<file path="src/verilog/lockup_pkg.sv">
package lockup_pkg;
    // Register indices; byte address is four times the index
    localparam logic [13:0] IDX_GLOBAL_RESET = 14'h0003;
    localparam logic [13:0] IDX_LOOKUP_CTRL = 14'h0310;
    localparam logic [13:0] IDX_FREE_STATUS = 14'h03ac;
    localparam logic [13:0] IDX_QUEUE_BASE = 14'h0400;
    localparam logic [13:0] IDX_TAG_HI_BASE = 14'h0500;
    localparam logic [13:0] IDX_TAG_LO_BASE = 14'h0600;
    localparam logic [13:0] IDX_RX_DROP_BASE = 14'h0700;
    localparam logic [13:0] IDX_TX_DROP_BASE = 14'h0780;
    localparam logic [13:0] IDX_UNICAST_BASE = 14'h0800;
    localparam logic [13:0] IDX_VLAN_BASE = 14'h0900;
    // Field layout
    localparam int FREE_LSB = 16;
    localparam int FREE_MSB = 26;
    localparam int BLK_W = 11;
    localparam int VLAN_EN_BIT = 7;
    localparam int SOFT_RESET_BIT = 0;
    // Reset and idle values
    localparam logic [10:0] FREE_IDLE = 11'h7e8;
    localparam logic [10:0] TXQ_IDLE = 11'h000;
    localparam logic [7:0] LOOKUP_CTRL_RESET = 8'h00;
    localparam logic [31:0] COUNTER_RESET = 32'h0000_0000;
    // Normal operating limits seen by monitoring software
    localparam logic [10:0] NORMAL_FREE_MIN = 11'h580;
    localparam logic [10:0] NORMAL_TXQ_MAX = 11'h200;
    // AXI responses
    localparam logic [1:0] RESP_OKAY = 2'b00;
    localparam logic [1:0] RESP_SLVERR = 2'b10;
endpackage

</file>
<file path="src/verilog/port_tx_lockup_monitor.sv">
// The AXI4-Lite interface to the registers was decided locally.
`timescale 1ns/1ps
`default_nettype none
module port_tx_lockup_monitor #(
    parameter int NUM_PORTS = 5,
    parameter int VLAN_ENTRIES = 4,
    parameter logic [10:0] TXQ_LIMIT = 11'h600
) (
    input wire logic aclk,
    input wire logic aresetn,
    input wire logic [15:0] s_axi_awaddr,
    input wire logic s_axi_awvalid,
    output logic s_axi_awready,
    input wire logic [31:0] s_axi_wdata,
    input wire logic [3:0] s_axi_wstrb,
    input wire logic s_axi_wvalid,
    output logic s_axi_wready,
    output logic [1:0] s_axi_bresp,
    output logic s_axi_bvalid,
    input wire logic s_axi_bready,
    input wire logic [15:0] s_axi_araddr,
    input wire logic s_axi_arvalid,
    output logic s_axi_arready,
    output logic [31:0] s_axi_rdata,
    output logic [1:0] s_axi_rresp,
    output logic s_axi_rvalid,
    input wire logic s_axi_rready,
    input wire logic ingress_valid,
    input wire logic [$clog2(NUM_PORTS)-1:0] ingress_src_port,
    input wire logic [$clog2(NUM_PORTS)-1:0] ingress_dst_port,
    input wire logic [NUM_PORTS-1:0] port_tx_done,
    input wire logic [NUM_PORTS-1:0] port_pause_sent,
    input wire logic [NUM_PORTS-1:0] port_fault_event,
    input wire logic [NUM_PORTS-1:0] port_half_duplex,
    input wire logic [NUM_PORTS-1:0] port_gigabit
);
    localparam int PW = $clog2(NUM_PORTS);

    logic aw_held_reg, w_held_reg;
    logic [13:0] aw_idx_reg;
    logic [31:0] w_data_reg;
    logic [3:0] w_strb_reg;
    logic wr_fire;
    logic [7:0] lookup_ctrl_reg;
    logic soft_reset_reg;
    logic vlan_en;
    logic [10:0] free_reg;
    logic [10:0] txq_reg [NUM_PORTS];
    logic [NUM_PORTS-1:0] locked_reg;
    logic [31:0] rx_drop_reg [NUM_PORTS];
    logic [31:0] tx_drop_reg [NUM_PORTS];
    logic [31:0] unicast_reg [NUM_PORTS];
    logic [7:0] tag_hi_reg [NUM_PORTS];
    logic [7:0] tag_lo_reg [NUM_PORTS];
    logic [31:0] vlan_reg [VLAN_ENTRIES];
    logic [NUM_PORTS-1:0] enq, deq, tx_drop_evt, rx_drop_evt;
    logic mem_empty;
    logic [10:0] deq_total;
    logic [31:0] rd_data;
    logic rd_ok, wr_ok;
    logic [13:0] ar_idx;

    assign vlan_en = lookup_ctrl_reg[lockup_pkg::VLAN_EN_BIT];
    assign mem_empty = (free_reg == 11'h000);
    assign ar_idx = s_axi_araddr[15:2];
    // Write performs once both halves are held and no response is pending
    assign wr_fire = aw_held_reg && w_held_reg && !s_axi_bvalid;

    // Write address and data are taken independently, in either order
    always_ff @(posedge aclk) begin
        if (!aresetn) begin
            aw_held_reg <= 1'b0;
            aw_idx_reg <= 14'h0000;
        end else if (s_axi_awvalid && s_axi_awready) begin
            aw_held_reg <= 1'b1;
            aw_idx_reg <= s_axi_awaddr[15:2];
        end else if (wr_fire) begin
            aw_held_reg <= 1'b0;
        end
    end

    always_ff @(posedge aclk) begin
        if (!aresetn) begin
            w_held_reg <= 1'b0;
            w_data_reg <= 32'h0000_0000;
            w_strb_reg <= 4'h0;
        end else if (s_axi_wvalid && s_axi_wready) begin
            w_held_reg <= 1'b1;
            w_data_reg <= s_axi_wdata;
            w_strb_reg <= s_axi_wstrb;
        end else if (wr_fire) begin
            w_held_reg <= 1'b0;
        end
    end

    // Ready drops while a half is held, so nothing is ever overwritten
    always_ff @(posedge aclk) begin
        if (!aresetn) begin
            s_axi_awready <= 1'b0;
            s_axi_wready <= 1'b0;
        end else begin
            s_axi_awready <= !aw_held_reg && !(s_axi_awvalid && s_axi_awready)
                && !wr_fire;
            s_axi_wready <= !w_held_reg && !(s_axi_wvalid && s_axi_wready)
                && !wr_fire;
        end
    end

    // Write decode: read-only words answer OKAY, holes answer SLVERR
    always_comb begin
        wr_ok = 1'b0;
        if (aw_idx_reg == lockup_pkg::IDX_GLOBAL_RESET ||
            aw_idx_reg == lockup_pkg::IDX_LOOKUP_CTRL ||
            aw_idx_reg == lockup_pkg::IDX_FREE_STATUS)
            wr_ok = 1'b1;
        for (int p = 0; p < NUM_PORTS; p++) begin
            if (aw_idx_reg == lockup_pkg::IDX_QUEUE_BASE + 14'(p) ||
                aw_idx_reg == lockup_pkg::IDX_TAG_HI_BASE + 14'(p) ||
                aw_idx_reg == lockup_pkg::IDX_TAG_LO_BASE + 14'(p) ||
                aw_idx_reg == lockup_pkg::IDX_RX_DROP_BASE + 14'(p) ||
                aw_idx_reg == lockup_pkg::IDX_TX_DROP_BASE + 14'(p) ||
                aw_idx_reg == lockup_pkg::IDX_UNICAST_BASE + 14'(p))
                wr_ok = 1'b1;
        end
        for (int v = 0; v < VLAN_ENTRIES; v++) begin
            if (aw_idx_reg == lockup_pkg::IDX_VLAN_BASE + 14'(v))
                wr_ok = 1'b1;
        end
    end

    always_ff @(posedge aclk) begin
        if (!aresetn) begin
            s_axi_bvalid <= 1'b0;
            s_axi_bresp <= lockup_pkg::RESP_OKAY;
        end else if (wr_fire) begin
            s_axi_bvalid <= 1'b1;
            s_axi_bresp <= wr_ok ? lockup_pkg::RESP_OKAY
                                 : lockup_pkg::RESP_SLVERR;
        end else if (s_axi_bready) begin
            s_axi_bvalid <= 1'b0;
        end
    end

    // Control registers survive the soft reset on purpose
    always_ff @(posedge aclk) begin
        if (!aresetn) begin
            lookup_ctrl_reg <= lockup_pkg::LOOKUP_CTRL_RESET;
            soft_reset_reg <= 1'b0;
        end else if (wr_fire && w_strb_reg[0]) begin
            if (aw_idx_reg == lockup_pkg::IDX_LOOKUP_CTRL)
                lookup_ctrl_reg <= w_data_reg[7:0];
            if (aw_idx_reg == lockup_pkg::IDX_GLOBAL_RESET)
                soft_reset_reg <= w_data_reg[lockup_pkg::SOFT_RESET_BIT];
        end
    end

    // VLAN table, wiped while the soft reset bit is set
    always_ff @(posedge aclk) begin
        if (!aresetn || soft_reset_reg) begin
            for (int v = 0; v < VLAN_ENTRIES; v++)
                vlan_reg[v] <= lockup_pkg::COUNTER_RESET;
        end else if (wr_fire) begin
            for (int v = 0; v < VLAN_ENTRIES; v++) begin
                if (aw_idx_reg == lockup_pkg::IDX_VLAN_BASE + 14'(v)) begin
                    for (int b = 0; b < 4; b++)
                        if (w_strb_reg[b])
                            vlan_reg[v][8*b +: 8] <= w_data_reg[8*b +: 8];
                end
            end
        end
    end

    // Count drained blocks of all ports for the shared pool
    always_comb begin
        deq_total = 11'h000;
        for (int p = 0; p < NUM_PORTS; p++)
            deq_total = deq_total + 11'(deq[p]);
    end

    // Shared pool; one ingress frame per cycle takes one block
    always_ff @(posedge aclk) begin
        if (!aresetn || soft_reset_reg)
            free_reg <= lockup_pkg::FREE_IDLE;
        else
            free_reg <= free_reg - 11'(|enq) + deq_total;
    end

    genvar gp;
    generate
        for (gp = 0; gp < NUM_PORTS; gp++) begin : g_port
            // Frame events; pool empty halts all forwarding
            assign rx_drop_evt[gp] = ingress_valid && !soft_reset_reg &&
                ingress_src_port == PW'(gp) && mem_empty;
            assign tx_drop_evt[gp] = ingress_valid && !soft_reset_reg &&
                ingress_dst_port == PW'(gp) && !mem_empty &&
                txq_reg[gp] == TXQ_LIMIT;
            assign enq[gp] = ingress_valid && !soft_reset_reg &&
                ingress_dst_port == PW'(gp) && !mem_empty &&
                txq_reg[gp] != TXQ_LIMIT;
            // A locked port never drains; its queue can still fill but not empty
            assign deq[gp] = port_tx_done[gp] && !locked_reg[gp] &&
                !soft_reset_reg && txq_reg[gp] != 11'h000;

            always_ff @(posedge aclk) begin
                if (!aresetn || soft_reset_reg)
                    txq_reg[gp] <= lockup_pkg::TXQ_IDLE;
                else
                    txq_reg[gp] <= txq_reg[gp] + 11'(enq[gp])
                        - 11'(deq[gp]);
            end

            // Lock is sticky; only a reset clears it, and nothing reports it
            always_ff @(posedge aclk) begin
                if (!aresetn || soft_reset_reg)
                    locked_reg[gp] <= 1'b0;
                else if (port_fault_event[gp] && port_half_duplex[gp] &&
                         !port_gigabit[gp] && vlan_en)
                    locked_reg[gp] <= 1'b1;
            end

            // Counters are kept across the soft reset
            always_ff @(posedge aclk) begin
                if (!aresetn) begin
                    rx_drop_reg[gp] <= lockup_pkg::COUNTER_RESET;
                    tx_drop_reg[gp] <= lockup_pkg::COUNTER_RESET;
                    unicast_reg[gp] <= lockup_pkg::COUNTER_RESET;
                end else begin
                    rx_drop_reg[gp] <= rx_drop_reg[gp]
                        + 32'(rx_drop_evt[gp]);
                    tx_drop_reg[gp] <= tx_drop_reg[gp]
                        + 32'(tx_drop_evt[gp]);
                    unicast_reg[gp] <= unicast_reg[gp] + 32'(deq[gp])
                        + 32'(port_pause_sent[gp]);
                end
            end

            // Default tag bytes, wiped by the soft reset
            always_ff @(posedge aclk) begin
                if (!aresetn || soft_reset_reg) begin
                    tag_hi_reg[gp] <= 8'h00;
                    tag_lo_reg[gp] <= 8'h00;
                end else if (wr_fire && w_strb_reg[0]) begin
                    if (aw_idx_reg == lockup_pkg::IDX_TAG_HI_BASE + 14'(gp))
                        tag_hi_reg[gp] <= w_data_reg[7:0];
                    if (aw_idx_reg == lockup_pkg::IDX_TAG_LO_BASE + 14'(gp))
                        tag_lo_reg[gp] <= w_data_reg[7:0];
                end
            end

        end
    endgenerate

    // Read decode, answered one cycle after the address is taken
    always_comb begin
        rd_data = 32'h0000_0000;
        rd_ok = 1'b1;
        if (ar_idx == lockup_pkg::IDX_GLOBAL_RESET)
            rd_data[lockup_pkg::SOFT_RESET_BIT] = soft_reset_reg;
        else if (ar_idx == lockup_pkg::IDX_LOOKUP_CTRL)
            rd_data[7:0] = lookup_ctrl_reg;
        else if (ar_idx == lockup_pkg::IDX_FREE_STATUS)
            rd_data[lockup_pkg::FREE_MSB:lockup_pkg::FREE_LSB] = free_reg;
        else
            rd_ok = 1'b0;
        for (int p = 0; p < NUM_PORTS; p++) begin
            if (ar_idx == lockup_pkg::IDX_QUEUE_BASE + 14'(p)) begin
                rd_data[lockup_pkg::BLK_W-1:0] = txq_reg[p];
                rd_ok = 1'b1;
            end
            if (ar_idx == lockup_pkg::IDX_TAG_HI_BASE + 14'(p)) begin
                rd_data[7:0] = tag_hi_reg[p];
                rd_ok = 1'b1;
            end
            if (ar_idx == lockup_pkg::IDX_TAG_LO_BASE + 14'(p)) begin
                rd_data[7:0] = tag_lo_reg[p];
                rd_ok = 1'b1;
            end
            if (ar_idx == lockup_pkg::IDX_RX_DROP_BASE + 14'(p)) begin
                rd_data = rx_drop_reg[p];
                rd_ok = 1'b1;
            end
            if (ar_idx == lockup_pkg::IDX_TX_DROP_BASE + 14'(p)) begin
                rd_data = tx_drop_reg[p];
                rd_ok = 1'b1;
            end
            if (ar_idx == lockup_pkg::IDX_UNICAST_BASE + 14'(p)) begin
                rd_data = unicast_reg[p];
                rd_ok = 1'b1;
            end
        end
        for (int v = 0; v < VLAN_ENTRIES; v++) begin
            if (ar_idx == lockup_pkg::IDX_VLAN_BASE + 14'(v)) begin
                rd_data = vlan_reg[v];
                rd_ok = 1'b1;
            end
        end
    end

    // One read in flight; arready held low until the data is taken
    always_ff @(posedge aclk) begin
        if (!aresetn) begin
            s_axi_arready <= 1'b0;
            s_axi_rvalid <= 1'b0;
            s_axi_rdata <= 32'h0000_0000;
            s_axi_rresp <= lockup_pkg::RESP_OKAY;
        end else if (s_axi_arvalid && s_axi_arready) begin
            s_axi_arready <= 1'b0;
            s_axi_rvalid <= 1'b1;
            s_axi_rdata <= rd_data;
            s_axi_rresp <= rd_ok ? lockup_pkg::RESP_OKAY
                                 : lockup_pkg::RESP_SLVERR;
        end else if (s_axi_rvalid) begin
            if (s_axi_rready) begin
                s_axi_rvalid <= 1'b0;
                s_axi_arready <= 1'b1;
            end
        end else begin
            s_axi_arready <= 1'b1;
        end
    end

    // Checking helpers and assertions
    logic [11:0] blocks_total;
    always_comb begin
        blocks_total = {1'b0, free_reg};
        for (int p = 0; p < NUM_PORTS; p++)
            blocks_total = blocks_total + {1'b0, txq_reg[p]};
    end
endmodule
`default_nettype wire

</file>
<file path="config.mk">
export PLATFORM = sky130hd
export DESIGN_NAME = port_tx_lockup_monitor
export DESIGN_NICKNAME = d
export VERILOG_FILES = /design/src/verilog/lockup_pkg.sv /design/src/verilog/port_tx_lockup_monitor.sv
export SDC_FILE = /design/constraint.sdc
export NUM_CORES = 2
export LEC_CHECK = 0
export BUFFER_PORTS_ARGS = -buffer_cell sky130_fd_sc_hd__buf_4
export CAP_MARGIN = 10
export CORE_UTILIZATION = 45
export DETAILED_ROUTE_END_ITERATION = 7
export GPL_ROUTABILITY_DRIVEN = 0
export SYNTH_ARGS = -nofsm -noshare
export SYNTH_HDL_FRONTEND = slang
export SYNTH_SLANG_ARGS = --single-unit
</file>
<file path="constraint.sdc">
create_clock -name aclk -period 6.4 [get_ports aclk]
set_input_delay 0.32 -clock aclk [delete_from_list [all_inputs] [get_ports aclk]]
set_output_delay 0.32 -clock aclk [all_outputs]
set_load 0.02 [all_outputs]
</file>
# Yosys cells after proc, flatten, opt, wreduce, memory -nomap -nowiden
# Memory sizes are Yosys's and may differ from the RTL's.
# Index checks and enable logic that the tools add are counted.
totals:
  reg_bits: 118
  latch_bits: 0
  ramBits: 743
  mem_bits_ro: 0
  input_bits: 107
  out_inout_bits: 41
  word_cells: 595
  memories: 7
op_classes:
  add_sub_neg: 36
  multipliers: 0
  div: 0
  order_cmp: 0
  n_eq_ne: 93
  n_shift: 0
  mux: 258
  bitwise: 47
  n_reduce_logical: 133
mem_list:
  columns: ["name", "words", "width", "read_ports", "rd_clocked_by_memory_dff", "wr", "line_no", "source"]
  rows:
  - ["rx_drop_reg", 5, 32, 5, 0, 5, "port_tx_lockup_monitor.sv:50", "logic [31:0] rx_drop_reg [NUM_PORTS];"]
  - ["tx_drop_reg", 5, 32, 5, 0, 5, "port_tx_lockup_monitor.sv:51", "logic [31:0] tx_drop_reg [NUM_PORTS];"]
  - ["unicast_reg", 5, 32, 5, 0, 5, "port_tx_lockup_monitor.sv:52", "logic [31:0] unicast_reg [NUM_PORTS];"]
  - ["vlan_reg", 4, 32, 4, 0, 4, "port_tx_lockup_monitor.sv:55", "logic [31:0] vlan_reg [VLAN_ENTRIES];"]
  - ["txq_reg", 5, 11, 5, 0, 5, "port_tx_lockup_monitor.sv:48", "logic [10:0] txq_reg [NUM_PORTS];"]
  - ["tag_hi_reg", 5, 8, 5, 0, 5, "port_tx_lockup_monitor.sv:53", "logic [7:0] tag_hi_reg [NUM_PORTS];"]
  - ["+1 memories", null, null, null, null, null, null, null]
ops:
  columns: ["op", "count"]
  rows:
  - ["$mux W32", 34]
  - ["$eq A14 B11 Y1 const B", 50]
  - ["$add A32 B1 Y32", 20]
  - ["$mux W8", 37]
  - ["$eq A14 B12 Y1 const B", 18]
  - ["$mux W1", 171]
  - ["$mux W11", 13]
  - ["$logic_and A1 B1 Y1", 71]
  - ["$sub A11 B1 Y11", 6]
  - ["$eq A14 B10 Y1 const B", 4]
  - ["$add A11 B1 Y11", 5]
  - ["$eq A11 B11 Y1 const B", 5]
  - ["$ne A11 B11 Y1 const B", 5]
  - ["$reduce_bool A11 Y1", 5]
  - ["$or A1 B1 Y1", 46]
  - ["$eq A14 B2 Y1 const B", 2]
  - ["$logic_or A1 B1 Y1", 28]
  - ["$logic_not A1 Y1", 19]
  - ["$eq A3 B2 Y1 const B", 4]
  - ["$add A11 B5 Y11", 1]
  - ["$logic_not A11 Y1", 1]
  - ["$mux W7", 1]
  - ["$eq A3 B1 Y1 const B", 2]
  - ["$eq A3 B3 Y1 const B", 2]
  - ["other kinds (12)", 17]

# Longest topological paths before layout
depth:
  word_depth: 39
  ltp_mapped: 23

# Worst setup path after synthesis
# No wires, ideal clock.
synth_timing:
  path_kind: "reg2reg"
  from: "register free_reg[6]"
  to: "register free_reg[10]"
  arrival_ns: 4.688
  required_ns: 6.280
  path_slack_ns: 1.592
  path_stages_with_launch: 24
  path_buffers: 0
  cell_sequence: "dfxtp_1 > inv_1 > ha_1 > nand4_1 > or4_1 > nand3b_1 > nor3_1 > nand2_1 > nor2_1 > or4_1 > ha_1 > fa_1 > fa_1 > inv_1 > ha_1 > inv_1 > fa_1 > nor2b_1 > o21ai_0 > a21boi_0 > o21ai_0 > a211oi_1 > o21ai_0 > o31a_1"
synth_between:
  elab_chain_cells: 7
synth_lines:
  columns: ["item", "line_no", "source"]
  rows:
  - ["start, declared", "port_tx_lockup_monitor.sv:47", "logic [10:0] free_reg;"]
  - ["start signal, assigned", "port_tx_lockup_monitor.sv:183", "free_reg <= lockup_pkg::FREE_IDLE;"]
  - ["start signal, assigned", "port_tx_lockup_monitor.sv:185", "free_reg <= free_reg - 11'(|enq) + deq_total;"]
  - ["$logic_not A11 Y1", "port_tx_lockup_monitor.sv:64", "assign mem_empty = (free_reg == 11'h000);"]
  - ["$logic_not A1 Y1", "port_tx_lockup_monitor.sv:198", "ingress_dst_port == PW'(gp) && !mem_empty &&"]
  - ["$logic_and A1 B1 Y1 (2 in a row)", "port_tx_lockup_monitor.sv:198", null]
  - ["$reduce_or A5 Y1", "port_tx_lockup_monitor.sv:185", null]
  - ["$sub A11 B1 Y11 (*)", "port_tx_lockup_monitor.sv:185", null]
  - ["$add A11 B5 Y11 (*)", "port_tx_lockup_monitor.sv:185", null]
# Mark *: on every way between the ends. The rest lies on a longest branch, timed or not.
# A chain may end at the register's enable or synchronous reset.

# Worst setup path after layout
layout_timing:
  from: "register free_reg[3]"
  to: "register free_reg[9]"
# The elaborated chain is that of the path after synthesis.

==> flow_metrics.tcl <==
set metrics [dict create \
    rows 116 \
    finalHoldViolations 0 \
    io_pins 148 \
    combPwrFrac_pct 19.2 \
    clkSlewWorstSetupHoldPaths_ns 0.06 \
    dr_wl_met2_um 68130 \
    drt-initial-drc-count 4850 \
    place_hpwl_um 120300 \
    peakVddDrop_mv 0.2207 \
    crit_family "simple AND/OR/NAND/NOR gates" \
    cp_slowest_cell "a2111oi_0" \
    dr.pass1.iters 8 \
    grt_max_degree 215 \
    met1Wirelength_um 71120 \
    p_sw_share_pct 28.88 \
    core-area_sq_um 100100 \
    cts_tree "done" \
    cts_root_buf "clkbuf_16" \
    routed_wl_um 161500 \
    via_per_inst 6.046 \
    cp.arrival_ns 6.24 \
    status "finished, final reports clean" \
    h-tree-depth 3 \
    period_needed_ns 5.693 \
    fin_crit_sh_pct 88.95 \
    antenna_found_initial 8 \
    layout-drive-gt1-share_pct 8.797 \
    regToRegSetupSlack_ns 0.71 \
    synthTopCellsByArea "dfxtp_1, edfxtp_1, and2_1" \
    crit_path_end_kind "flip-flop" \
    vias 39891 \
    hold_path_class "input pin to flip-flop" \
    ys_seq_area_share_pct 42.37 \
    seq_area_sq_um 19280 \
    worstSetupPathType "flip-flop to flip-flop" \
    syn-instance-count 5050 \
    reg2regPathDepth 21 \
    max-cap-violations 0 \
    cp_slowest_stage_delay_ns 0.64 \
    multi_input_area_sq_um 24730 \
    synth_area_sq_um 45500 \
    fin_nets 5473 \
    yosysUniqueCellTypes 91 \
    die_area_sq_um 102400 \
    synth.most_common_cell "dfxtp_1" \
    crit_path_frequent_cell "ha_1" \
    p_seq_share_pct 41.3 \
    hold_ws_ns 0.08204 \
    yosysTopAreaCell "dfxtp_1" \
    powerDensity_nw_per_um2 282.5 \
    tightest_slew_ns 1.254 \
    fmax_ghz 0.1757 \
    min_to "unicast_reg[4][0]" \
    fill_cells 9377 \
    slew-limit-headroom_pct 15.54 \
    synthFlopType "dfxtp_1" \
    yosys-top-cells-count "dfxtp_1, and2_1, nand2_1, xnor2_1, nor2_1" \
    report.final.slew_viol_count 0 \
    timing.rr.start "free_reg[3]" \
    grt_pass1_wl_um 238600 \
    grt_use_total_pct 30.92 \
    cp-start-kind "flip-flop" \
    cp_data_required_time_ns 6.95 \
    synth_warnings 0 \
    clk_latency_ns 0.70 \
    start_util_pct 45.43 \
    drcViolationCount 0 \
    syn_area_per_cell_sq_um 9.009 \
    numPortBuffers 141 \
    cts_buffers 96 \
    grt_overflow 0 \
    yosysTopAreaCellShare_pct 28.65 \
    crit_fanout 3 \
    clkPwrFrac_pct 39.5 \
    p_leak_nw 19.78 \
    switchingPower_mw 4.259 \
    synth-seq-cells 859 \
    wl_met3_um 15120 \
    area_growth_syn_to_layout_pct 14.71 \
    r2r_end "free_reg[9]" \
    worstPathCellList "inv_1, ha_1, nand4_1, or4_1, nand3b_1, nor2_1, nand3b_1, nor2_1, or4_1, ha_1, fa_1, fa_1, inv_1, ha_1, a21o_1, a21oi_1, o21ai_0, a2111oi_0, o31ai_1, xnor2_1, nand2_1" \
    cts_max_path_buffers 3 \
    grt_pass1_vias 36728 \
    wl_per_cell_um 24.48 \
    ant_nets 0 \
    dieHeight_um 320.0 \
    top_layer_used "met5" \
    hold_path_depth 4 \
    rsz0062_at_grt "false" \
    p_int_mw 10.49 \
    cts.sinks 859 \
    synth_edf_count 208 \
    finalClockSkew_ns 0.02546 \
    async_reset_ff_share_pct 0 \
    setup_viol 0 \
    hold_start "port_pause_sent[4]" \
    fin_setup_tns_ns 0 \
    die_w_um 320.0 \
    path_buf_inv 2 \
]
## how the worst max path moves through the flow
| stage | startpoint | to | cells after the start | slack (ns) |
|---|---|---|---|---|
| global route | free_reg[3] | free_reg[10] | 23 | 0.25 |
| detailed placement | free_reg[3] | free_reg[9] | 21 | 0.78 |
| global placement | free_reg[3] | free_reg[9] | 21 | 0.80 |
| floorplan | free_reg[6] | free_reg[10] | 23 | 1.59 |
| CTS | free_reg[3] | free_reg[9] | 21 | 0.76 |
| finish | free_reg[3] | free_reg[9] | 21 | 0.71 |
## layer usage
metal / track usage [%] / vias to the layer above
met5: 0 / -
met4: 12.81 / 4
met3: 6.231 / 363
met2: 45.70 / 1809
met1: 43.76 / 19319
li1: - / 18396
## cell usage in the layout, fill, tap and decap left out, types with 39 or more instances in the layout
cell type / count
nor3_1: 80
nor4_1: 39
buf_4: 247
o21ai_0: 226
and3_1: 91
dfxtp_1: 651
nor2_1: 271
dlygate4sd3_1: 62
a21boi_0: 127
nand4_1: 138
inv_1: 182
a221oi_1: 56
edfxtp_1: 208
clkbuf_16: 99
xnor2_1: 303
or3_1: 100
and2_1: 619
ha_1: 138
o22ai_1: 75
nand2_1: 422
xor2_1: 105
nor2b_1: 45
nand3_1: 202
a21oi_1: 141
## logic make-up after synthesis
logic type               share of synthesized area [%]
AND/OR/NAND/NOR                                  26.19
AO/OA/AOI/OAI                                    15.09
flip-flops                                       42.37
buffers and inverters                            3.666
XOR/XNOR                                         7.854
adder cells (fa/ha/maj)                          4.367
multiplexers                                    0.4483
other                                         0.008242
## power by group through the flow
| stage | registers [mW] | logic, mW | clock network, mW |
|---|---|---|---|
| 2_1_floorplan | 6.10 | 2.14 | 0 |
| 3_3_place_gp | 6.18 | 2.72 | 0 |
| 3_5_place_dp | 6.20 | 2.76 | 0 |
| 4_1_cts | 6.08 | 2.81 | 5.89 |
| 5_1_grt | 6.12 | 3.20 | 6.10 |
| 6_report | 6.09 | 2.83 | 5.82 |
## final cells by class
type,count,share of cell area (%)
clock inverters,40,0.9662
inverters,184,1.323
multi-input cells,3758,47.39
clock buffers,140,5.368
diodes,3,0.01438
well taps,1298,3.112
repair buffers,316,4.891
flip-flops and latches,859,36.94
## stage by stage
stage                     instances  util, %  power (mW)  setup slack, ns  cell area [sq um]
after floorplan                5051        -       8.240            1.592              45500
after global placement         6349    48.16       8.901           0.7993              48230
after detailed placement       6349    48.16       8.961           0.7803              48230
after CTS                      6591    52.08       14.78           0.7554              52160
after global routing           6596    52.11       15.42           0.2475              52180
final                          6598    52.11       14.75           0.7069              52190
## worst min-delay path: stages
cell     delay, ns
buf_4         0.12
inv_1         0.07
fa_1          0.17
nor2b_1       0.05
## timing repair
item / CTS / global route
resized for setup: 0 / 0
hold buffers: 62 / 0
endpoints found under the hold margin: 58 / 0
setup buffers: 0 / 0
(Power assumes the default switching activity.)
